**src/common/bpc_defines.svh**
```systemverilog
`ifndef BPC_DEFINES_SVH
`define BPC_DEFINES_SVH
// system clock and link clock divider
`define BPC_SYS_NS     10
`define BPC_CK_DIV     8
`define BPC_CK_HALF    4
`define BPC_TCK_NS     (`BPC_SYS_NS * `BPC_CK_DIV)
// least times round up to whole link cycles
`define BPC_RU(ns)     (((ns) + `BPC_TCK_NS - 1) / `BPC_TCK_NS)
`define BPC_T_RCD_NS   18
`define BPC_T_RAS_NS   42
`define BPC_T_RPPB_NS  18
`define BPC_T_RPAB_NS  21
`define BPC_T_RC_NS    63
`define BPC_T_WR_NS    18
`define BPC_T_RTP_NS   8
`define BPC_N_RCD      `BPC_RU(`BPC_T_RCD_NS)
`define BPC_N_RAS      `BPC_RU(`BPC_T_RAS_NS)
`define BPC_N_RPPB     `BPC_RU(`BPC_T_RPPB_NS)
`define BPC_N_RPAB     (`BPC_RU(`BPC_T_RPAB_NS) + 1)
`define BPC_N_RC       `BPC_RU(`BPC_T_RC_NS)
`define BPC_N_WR       `BPC_RU(`BPC_T_WR_NS)
`define BPC_N_RTP      `BPC_RU(`BPC_T_RTP_NS)
// latency and burst figures in link cycles
`define BPC_WL         8'h08
`define BPC_HALF_BL16  8'h08
`define BPC_HALF_BL32  8'h10
`define BPC_BL32_EXTRA 8'h08
// command word fields
`define BPC_FLAG_POS   5
`define BPC_BANK_MSB   2
`define BPC_RST_CA     6'h00
`endif

```
**src/common/bpc_pkg.sv**
```systemverilog
package bpc_pkg;
  typedef enum logic [2:0] {
    BPC_NOP = 3'b000,
    BPC_ACT = 3'b001,
    BPC_RD  = 3'b010,
    BPC_WR  = 3'b011,
    BPC_MWR = 3'b100,
    BPC_PRE = 3'b101
  } bpc_cmd_t;
  typedef enum logic [1:0] {
    BPC_IDLE  = 2'b00,
    BPC_WORD1 = 2'b01,
    BPC_WORD2 = 2'b10
  } bpc_fsm_t;
  typedef struct packed {
    logic       open;
    logic       ap_pend;
    logic [7:0] pre;
    logic [7:0] act;
    logic [7:0] rcd;
    logic [7:0] ras;
    logic [7:0] rc;
    logic [7:0] ap;
    logic [7:0] rdap;
  } bpc_bank_t;
  typedef struct packed {
    bpc_fsm_t   fsm;
    logic [2:0] div;
    logic       ck;
    logic       cs;
    logic [5:0] ca;
    logic       ready;
    logic [2:0] bank;
  } bpc_top_t;
endpackage

```
**src/logic/bpc_bank_timer.sv**
```systemverilog
`timescale 1ns/10ps
`include "bpc_defines.svh"
module bpc_bank_timer import bpc_pkg::*; (
  input  wire logic     clk_sys,
  input  wire logic     rst_n,
  input  wire logic     tick,
  input  wire logic     cmd_valid,
  input  wire bpc_cmd_t cmd,
  input  wire logic     hit,
  input  wire logic     all_bank_flag,
  input  wire logic     auto_close_bit,
  input  wire logic     bl32,
  output logic          is_open,
  output logic          pre_ok,
  output logic          act_ok,
  output logic          rw_ok,
  output logic          rdap_ok
);
  bpc_bank_t s_q;
  bpc_bank_t s_d;
  logic [7:0] half;
  logic [7:0] rgap;
  logic [7:0] wgap;

  function automatic logic [7:0] max8(input logic [7:0] a, input logic [7:0] b);
    return (a > b) ? a : b;
  endfunction

  function automatic logic [7:0] dec8(input logic [7:0] a);
    return (a == 8'h00) ? 8'h00 : a - 8'h01;
  endfunction

  // burst-dependent gaps in link cycles
  assign half = bl32 ? `BPC_HALF_BL32 : `BPC_HALF_BL16;
  assign rgap = half - 8'h08 + 8'(`BPC_N_RTP);
  assign wgap = `BPC_WL + half + 8'h01 + 8'(`BPC_N_WR);

  // counters fall on link rising edges, commands land on falling edges
  always_comb begin
    s_d = s_q;
    if (tick) begin
      s_d.pre  = dec8(s_q.pre);
      s_d.act  = dec8(s_q.act);
      s_d.rcd  = dec8(s_q.rcd);
      s_d.ras  = dec8(s_q.ras);
      s_d.rc   = dec8(s_q.rc);
      s_d.ap   = dec8(s_q.ap);
      s_d.rdap = dec8(s_q.rdap);
      if (s_q.ap_pend && s_q.ap == 8'h00) begin
        s_d.open    = 1'b0;
        s_d.ap_pend = 1'b0;
        s_d.act     = max8(8'(`BPC_N_RPPB), s_d.rc);
      end
    end
    if (cmd_valid && hit) begin
      unique case (cmd)
        BPC_ACT: begin
          s_d.open = 1'b1;
          s_d.rcd  = 8'(`BPC_N_RCD);
          s_d.ras  = 8'(`BPC_N_RAS);
          s_d.rc   = 8'(`BPC_N_RC);
          s_d.pre  = 8'(`BPC_N_RAS);
        end
        BPC_RD: begin
          s_d.pre = max8(max8(s_q.pre, s_q.ras), max8(half, rgap));
          if (auto_close_bit) begin
            s_d.ap_pend = 1'b1;
            s_d.ap      = max8(s_q.ras, rgap);
          end
        end
        BPC_WR, BPC_MWR: begin
          s_d.pre  = max8(s_q.pre, wgap);
          // read with close must not cut recovery
          s_d.rdap = (wgap > rgap) ? wgap - rgap : 8'h00;
          if (auto_close_bit) begin
            s_d.ap_pend = 1'b1;
            s_d.ap      = max8(s_q.ras, wgap);
          end
        end
        BPC_PRE: begin
          if (s_q.open) begin
            s_d.open = 1'b0;
            s_d.act  = max8(all_bank_flag ? 8'(`BPC_N_RPAB) : 8'(`BPC_N_RPPB), s_q.rc);
          end
        end
        default: ;
      endcase
    end
  end

  always_ff @(posedge clk_sys or negedge rst_n) begin
    if (!rst_n) begin
      s_q <= '0;
    end else begin
      s_q <= s_d;
    end
  end

  assign act_ok  = !s_q.open && s_q.act == 8'h00;
  assign pre_ok  = s_q.pre == 8'h00 && !s_q.ap_pend;
  assign rw_ok   = s_q.open && s_q.rcd == 8'h00 && !s_q.ap_pend;
  assign rdap_ok = s_q.rdap == 8'h00;
  assign is_open = s_q.open;
endmodule // bpc_bank_timer

```
**src/logic/bpc_host.sv**
```systemverilog
`timescale 1ns/10ps
`include "bpc_defines.svh"
// Contract
// - all-bank flag set ignores bank bits; else bank bits pick one of eight.
// - activate only after tRPab or tRPpb following the precharge.
// - precharge no earlier than BL/2 after read, and after tRAS.
// - wait tRP after precharge before activating that bank.
// - read-to-precharge counted from BL/2 - 8 after the read.
// - allow write recovery before precharge after a write burst.
// - write to precharge at least WL + BL/2 + 1 + write recovery.
// - activate after read auto-close needs tRP and tRC both.
// - activate after any auto-close needs tRC since last activate.
// - auto-close access allowed after tRCD; close deferred to honour tRAS.
// - write then read auto-close must not shorten write recovery.
module bpc_host import bpc_pkg::*; (
  input  wire logic       clk_sys,
  input  wire logic       rst_n,
  input  wire logic       req_valid,
  input  wire bpc_cmd_t   req_cmd,
  input  wire logic [2:0] req_bank,
  input  wire logic       req_all,
  input  wire logic       req_auto_close,
  input  wire logic       bl32,
  output logic            req_ready,
  output logic            link_ck,
  output logic            link_cs,
  output logic [5:0]      command_address_bus,
  output logic [7:0]      bank_open
);
  // registered state and its next value
  bpc_top_t   s_q;
  bpc_top_t   s_d;
  logic       tick;
  logic       fall;
  logic       launch;
  logic       legal;
  // per-bank select sent to, and status gathered from, the eight timers
  logic [7:0] hit;
  logic [7:0] pre_ok;
  logic [7:0] act_ok;
  logic [7:0] rw_ok;
  logic [7:0] rdap_ok;

  // one-hot target, or every bank when the flag is set
  function automatic logic [7:0] bank_hit(input logic all, input logic [2:0] b);
    return all ? 8'hFF : 8'h01 << b;
  endfunction

  // link clock edges derived from the divider count
  assign tick = s_q.div == 3'(`BPC_CK_DIV - 1);
  assign fall = s_q.div == 3'(`BPC_CK_HALF - 1);

  assign hit = bank_hit(req_all && req_cmd == BPC_PRE, req_bank);

  // only a command that is legal for its bank now may start
  always_comb begin
    legal = 1'b0;
    unique case (req_cmd)
      BPC_ACT: legal = act_ok[req_bank];
      // reads after tRCD, auto close after recovery
      BPC_RD: legal = rw_ok[req_bank] && (!req_auto_close || rdap_ok[req_bank]);
      BPC_WR, BPC_MWR: legal = rw_ok[req_bank];
      BPC_PRE: legal = req_all ? &pre_ok : pre_ok[req_bank];
      default: legal = 1'b0;
    endcase
  end

  // a refused request just waits; nothing tells the requester why
  assign launch = s_q.fsm == BPC_IDLE && fall && req_valid && legal;

  // two-word command shifted out on falling edges so rising edges sample it
  always_comb begin
    s_d       = s_q;
    s_d.ready = 1'b0;
    s_d.div   = tick ? 3'h0 : s_q.div + 3'h1;
    s_d.ck    = (s_d.div >= 3'(`BPC_CK_HALF)) ? 1'b0 : 1'b1;
    unique case (s_q.fsm)
      BPC_IDLE: begin
        if (launch) begin
          s_d.fsm   = BPC_WORD1;
          s_d.cs    = 1'b1;
          s_d.ready = 1'b1;
          s_d.bank  = req_bank;
          s_d.ca    = {1'b0, 2'b00, req_cmd};
          // flag bit carries all-bank or auto-close
          s_d.ca[`BPC_FLAG_POS] = (req_cmd == BPC_PRE) ? req_all : req_auto_close;
        end
      end
      BPC_WORD1: begin
        if (fall) begin
          s_d.fsm = BPC_WORD2;
          s_d.cs  = 1'b0;
          s_d.ca  = {3'b000, s_q.bank};
        end
      end
      BPC_WORD2: begin
        if (fall) begin
          s_d.fsm = BPC_IDLE;
          s_d.ca  = `BPC_RST_CA;
        end
      end
      default: begin
        s_d.fsm = BPC_IDLE;
        s_d.cs  = 1'b0;
        s_d.ca  = `BPC_RST_CA;
      end
    endcase
  end

  always_ff @(posedge clk_sys or negedge rst_n) begin
    if (!rst_n) begin
      s_q     <= '0;
      s_q.ck  <= 1'b1;
      s_q.fsm <= BPC_IDLE;
    end else begin
      s_q <= s_d;
    end
  end

  for (genvar g = 0; g < 8; g++) begin : g_bank
    bpc_bank_timer u_timer (
      .clk_sys        (clk_sys),
      .rst_n          (rst_n),
      .tick           (tick),
      .cmd_valid      (launch),
      .cmd            (req_cmd),
      .hit            (hit[g]),
      .all_bank_flag  (req_all),
      .auto_close_bit (req_auto_close),
      .bl32           (bl32),
      .is_open        (bank_open[g]),
      .pre_ok         (pre_ok[g]),
      .act_ok         (act_ok[g]),
      .rw_ok          (rw_ok[g]),
      .rdap_ok        (rdap_ok[g])
    );
  end

  // outputs straight from the state register
  assign req_ready           = s_q.ready;
  assign link_ck             = s_q.ck;
  assign link_cs             = s_q.cs;
  assign command_address_bus = s_q.ca;
endmodule // bpc_host

```
**config.mk**
```make
export PLATFORM = sky130hd
export DESIGN_NAME = bpc_host
export DESIGN_NICKNAME = d
export VERILOG_FILES = /design/src/common/bpc_pkg.sv /design/src/logic/bpc_bank_timer.sv /design/src/logic/bpc_host.sv
export VERILOG_INCLUDE_DIRS = /design/src /design/src/common
export SDC_FILE = /design/constraint.sdc
export NUM_CORES = 2
export LEC_CHECK = 0
export BUFFER_PORTS_ARGS = -buffer_cell sky130_fd_sc_hd__buf_4
export CAP_MARGIN = 20
export CORE_UTILIZATION = 34
export CTS_BUF_LIST = sky130_fd_sc_hd__clkbuf_8
export DETAILED_ROUTE_END_ITERATION = 16
export PLACE_DENSITY = 0.57
export REMOVE_ABC_BUFFERS = 1
export SETUP_SLACK_MARGIN = 0.5
export SLEW_MARGIN = 20
export SYNTH_ARGS = -nofsm -noshare
export SYNTH_HDL_FRONTEND = slang
export SYNTH_SLANG_ARGS = --single-unit
```
**constraint.sdc**
```tcl
create_clock -name clk_sys -period 7.2 [get_ports clk_sys]
set_clock_uncertainty 0.1 [all_clocks]
set_input_delay 0.36 -clock clk_sys [delete_from_list [all_inputs] [get_ports clk_sys]]
set_output_delay 0.36 -clock clk_sys [all_outputs]
set_load 0.01 [all_outputs]
```
==> impl_metrics.xml <==
<?xml version="1.0" encoding="UTF-8"?>
<metrics>
  <group name="cells_and_area">
    <metric name="seq_area" unit="µm²">11990</metric>
    <metric name="most-common-layout-cells" unit="">540 x sky130_fd_sc_hd__nor2_1, 478 x sky130_fd_sc_hd__dfrtp_1, 411 x sky130_fd_sc_hd__nand2_1, 331 x sky130_fd_sc_hd__a21oi_1, 282 x sky130_fd_sc_hd__o21ai_0</metric>
    <metric name="multiInputGateArea" unit="µm²">21090</metric>
    <metric name="syn_to_final_growth" unit="%">10.09</metric>
    <metric name="n_fill_cell" unit="">10530</metric>
    <metric name="post_layout_nonfiller_instances" unit="">5709</metric>
    <metric name="mostFrequentLayoutCell" unit="">sky130_fd_sc_hd__nor2_1</metric>
    <metric name="final_net_count" unit="">4520</metric>
    <metric name="final_layout_size_suffix_gt1_share" unit="%">6.900</metric>
  </group>
  <group name="floorplanning">
    <metric name="core.rowCount" unit="">116</metric>
    <metric name="core" unit="µm²">100700</metric>
    <metric name="chipHeight" unit="µm">321.7</metric>
    <metric name="num_io_pins" unit="">29</metric>
    <metric name="floorplan.initialDensity" unit="%">34.51</metric>
    <metric name="die_width" unit="µm">321.7</metric>
    <metric name="fp.dieArea" unit="µm²">103500</metric>
  </group>
  <group name="grt">
    <metric name="initial_antenna_violation_count" unit="">2</metric>
    <metric name="globalRouteTotalUtil" unit="%">21.45</metric>
    <metric name="global_route.overflow_total" unit="">0</metric>
    <metric name="grt_pass1_vias" unit="">31070</metric>
    <metric name="grt_start_max_net_pins" unit="">161</metric>
    <metric name="global_route_wire_length_before_repair" unit="mm">177.8</metric>
  </group>
  <group name="route">
    <metric name="detail_route.vias_per_cell" unit="">5.681</metric>
    <metric name="drt_drc_violations_left" unit="">0</metric>
    <metric name="totalWireLength" unit="mm">111.7</metric>
    <metric name="highest_layer" unit="">met5</metric>
    <metric name="via_count" unit="">32430</metric>
    <metric name="drt_iter0_drc" unit="">2839</metric>
    <metric name="dr_wl_met2" unit="mm">49.02</metric>
    <metric name="wl_met1" unit="mm">50.87</metric>
    <metric name="wl_met3" unit="mm">7.729</metric>
    <metric name="detail_route.first_pass.iterations" unit="">7</metric>
    <metric name="drtAntennaViolNets" unit="">0</metric>
    <metric name="routed_wire_length_per_instance" unit="µm">19.57</metric>
  </group>
  <group name="timing">
    <metric name="worst_slew_margin_rel" unit="%">24.04</metric>
    <metric name="fin_crit_sh" unit="%">69.19</metric>
    <metric name="setup_viol" unit="">0</metric>
    <metric name="drv_slew" unit="">0</metric>
    <metric name="hold_ws" unit="ns">0.1687</metric>
    <metric name="number_of_hold_violations_in_the_final_report" unit="">0</metric>
    <metric name="min_period" unit="ns">4.982</metric>
    <metric name="unrepaired_setup_endpoints_after_global_routing" unit="">false</metric>
    <metric name="max_freq" unit="MHz">200.7</metric>
    <metric name="max_slew.worst_pin.slew" unit="ns">1.137</metric>
  </group>
  <group name="worst_setup_path">
    <metric name="r2r_setup_slack" unit="ns">2.26</metric>
    <metric name="worst_setup_path_start_kind" unit="">input pin</metric>
    <metric name="timing.critical_path.arrival" unit="ns">5.51</metric>
    <metric name="timing.critical_path.to_type" unit="">register</metric>
    <metric name="reg2regPathDepth" unit="">9</metric>
    <metric name="worst_r2r_startpoint" unit="">g_bank[1].u_timer.s_q[43]</metric>
    <metric name="timing.critical_path.required" unit="ns">7.73</metric>
    <metric name="critical_path.max_fanout" unit="">30</metric>
    <metric name="setup.worst_path.class" unit="">input pin to register</metric>
    <metric name="critical_path.reg2reg.endpoint" unit="">g_bank[0].u_timer.s_q[9]</metric>
  </group>
  <group name="min_path">
    <metric name="min-delay-path-class" unit="">input pin to async pin</metric>
  </group>
  <group name="synth">
    <metric name="synth_enable_flop_cells" unit="">0</metric>
    <metric name="post_synth_num_cell_types" unit="">96</metric>
    <metric name="ys_seq_area_share" unit="%">34.49</metric>
    <metric name="post_synth_inst_count" unit="">4312</metric>
    <metric name="yosys_warning_total" unit="">0</metric>
    <metric name="synth_async_sr_flop_share" unit="%">100.0</metric>
    <metric name="yosys_register_bits" unit="">479</metric>
    <metric name="post_synth_instance_area" unit="µm²">34760</metric>
    <metric name="avgSynthCellArea" unit="µm²">8.061</metric>
    <metric name="synth_top_flop_cell" unit="">sky130_fd_sc_hd__dfrtp_1</metric>
  </group>
  <group name="clock_network">
    <metric name="clock-root-buffer" unit="">sky130_fd_sc_hd__clkbuf_8</metric>
    <metric name="clkSinkCount" unit="">479</metric>
    <metric name="post-cts-setup-buffers" unit="">0</metric>
    <metric name="cts-htree-levels" unit="">3</metric>
    <metric name="cts_inserted_buffers" unit="">95</metric>
    <metric name="insertion_delay" unit="ns">0.74</metric>
    <metric name="cts_tree" unit="">yes</metric>
    <metric name="clock_pin_slew_worst_setup_and_hold_paths" unit="ns">0.06</metric>
    <metric name="max-clock-path-buffers" unit="">3</metric>
  </group>
  <group name="placed_design">
    <metric name="place_inst" unit="">5525</metric>
    <metric name="hpwlAfterDp" unit="mm">75.80</metric>
    <metric name="gp_routability_congestion" unit="">0.9360</metric>
    <metric name="port_buffers" unit="">26</metric>
  </group>
  <group name="power_and_ir_drop">
    <metric name="max-vdd-ir-drop" unit="mV">0.1674</metric>
    <metric name="cellPowerDensity" unit="nW/µm²">191.8</metric>
    <metric name="p_leak" unit="µW">0.01548</metric>
  </group>
  <group name="flow_run">
    <metric name="max-cap-violations" unit="">0</metric>
  </group>
  <group name="status">
    <metric name="status" unit="">completed</metric>
  </group>
</metrics>
kinds of logic (layout without fill, tap and decap cells):
group                      after synthesis  in the layout  synth area share, %
xor gates and xnor gates               177            177                4.460
other                                    1              6              0.01079
adders and majority gates              236            236                8.496
DFF                                    479            479                34.49
muxes                                   97             97                2.855
and+or+nand+nor                       1805           1805                25.20
AOI/OAI and AO/OA                     1082           1082                19.50
buffers and inverters                  435            470                4.989
worst max-delay path, stage by stage:
cell and delay (ns):
sky130_fd_sc_hd__dlygate4sd3_1 0.58, sky130_fd_sc_hd__buf_4 0.31, sky130_fd_sc_hd__nor2_1 0.65, sky130_fd_sc_hd__nand4b_1 0.45, sky130_fd_sc_hd__o311ai_0 0.24, sky130_fd_sc_hd__a31oi_1 0.16, sky130_fd_sc_hd__o31ai_2 0.84, sky130_fd_sc_hd__o2111ai_2 0.64
sky130_fd_sc_hd__nor2_1 0.86, sky130_fd_sc_hd__o221ai_1 0.25, sky130_fd_sc_hd__o21ai_0 0.13
where the power goes:
group	internal, µW	switching, µW
clock	1590	1300
sequential	2930	321
combinational	477	716
sequential cells by signal, summed over array words and instances, names as in the netlist:
register	flops
req_ready	1
g_bank.u_timer.s_q	456
link_ck	1
s_q	8
link_cs	1
command_address_bus	4
g_bank.u_timer.is_open	8
worst max-delay path by stage:
stage                                          from                        end  slack, ns  cells after the start
after floorplan                             s_q[12]  g_bank[1].u_timer.s_q[47]      -6.83                      9
final                                   req_bank[1]   g_bank[0].u_timer.s_q[9]       2.22                     11
after detailed placement                req_bank[1]   g_bank[0].u_timer.s_q[9]       2.21                     10
after global placement                  req_bank[1]   g_bank[0].u_timer.s_q[9]       2.28                     10
after CTS                 g_bank[1].u_timer.s_q[43]   g_bank[0].u_timer.s_q[9]       2.24                      9
after global routing      g_bank[1].u_timer.s_q[43]   g_bank[0].u_timer.s_q[9]       1.90                      9
cell usage after synthesis (all sizes together), types with 9 or more instances:
cell | count | area, µm²
nor4 | 108 | 690.7
or4 | 16 | 127.6
or3 | 53 | 331.6
a31o | 9 | 78.83
nand3 | 111 | 555.5
o21ai | 290 | 1463
o311ai | 12 | 105.1
nor2 | 543 | 2043
nor2b | 37 | 231.5
a22o | 17 | 148.9
and3 | 45 | 281.5
a32oi | 17 | 148.9
buf | 55 | 307.8
a21boi | 9 | 67.57
nor4b | 26 | 249.0
clkbuf | 164 | 615.6
o221ai | 16 | 140.1
a211oi | 49 | 372.9
a22oi | 30 | 225.2
and2 | 27 | 168.9
o21a | 14 | 105.1
o22ai | 42 | 262.8
ha | 236 | 2953
dfrtp | 478 | 11960
a211o | 9 | 78.83
or2 | 15 | 93.84
inv | 214 | 803.3
nand4b | 13 | 113.9
nand2b | 39 | 244.0
o31ai | 24 | 190.2
mux2i | 80 | 800.8
a31oi | 48 | 300.3
xnor2 | 112 | 980.9
a21o | 25 | 187.7
mux2 | 17 | 191.4
a21oi | 332 | 1673
nand2 | 411 | 1543
nand4 | 52 | 325.3
xor2 | 65 | 569.3
nor3 | 263 | 1368
nor3b | 20 | 150.1
o211ai | 54 | 419.2
layer usage:
metal,vias up,track usage (%)
met5,-,0
met3,238,3.622
met1,15570,29.45
li1,15540,-
met2,1080,33.39
met4,2,8.529
per-stage QoR:
| stage | power [µW] | worst slack, ns | cell area (µm²) | util [%] | TNS, ns |
|---|---|---|---|---|---|
| after detailed placement | 4463 | 2.209 | 36210 | 35.95 | 0 |
| after global routing | 7751 | 1.903 | 38260 | 37.98 | 0 |
| after floorplan | 4019 | -6.832 | 33840 | - | -1355.58 |
| after global placement | 4440 | 2.278 | 36210 | 35.95 | 0 |
| final | 7341 | 2.218 | 38260 | 37.99 | 0 |
| after CTS | 7415 | 2.244 | 38250 | 37.97 | 0 |
what timing repair did:
action,in CTS,in global routing
hold endpoints to repair,100,0
resized for setup,0,0
hold buffers,7,0
cell type report:
class                   instances  share of cell area (%)
diodes                          4                 0.02616
clock buffers                 126                   4.532
clock inverters                47                  0.6082
inverters                     216                   2.132
multi-input cells            3399                   55.12
flip-flops and latches        479                   31.33
well taps                    1357                   4.437
repair buffers                 81                   1.818
(Power assumes the default switching activity.)
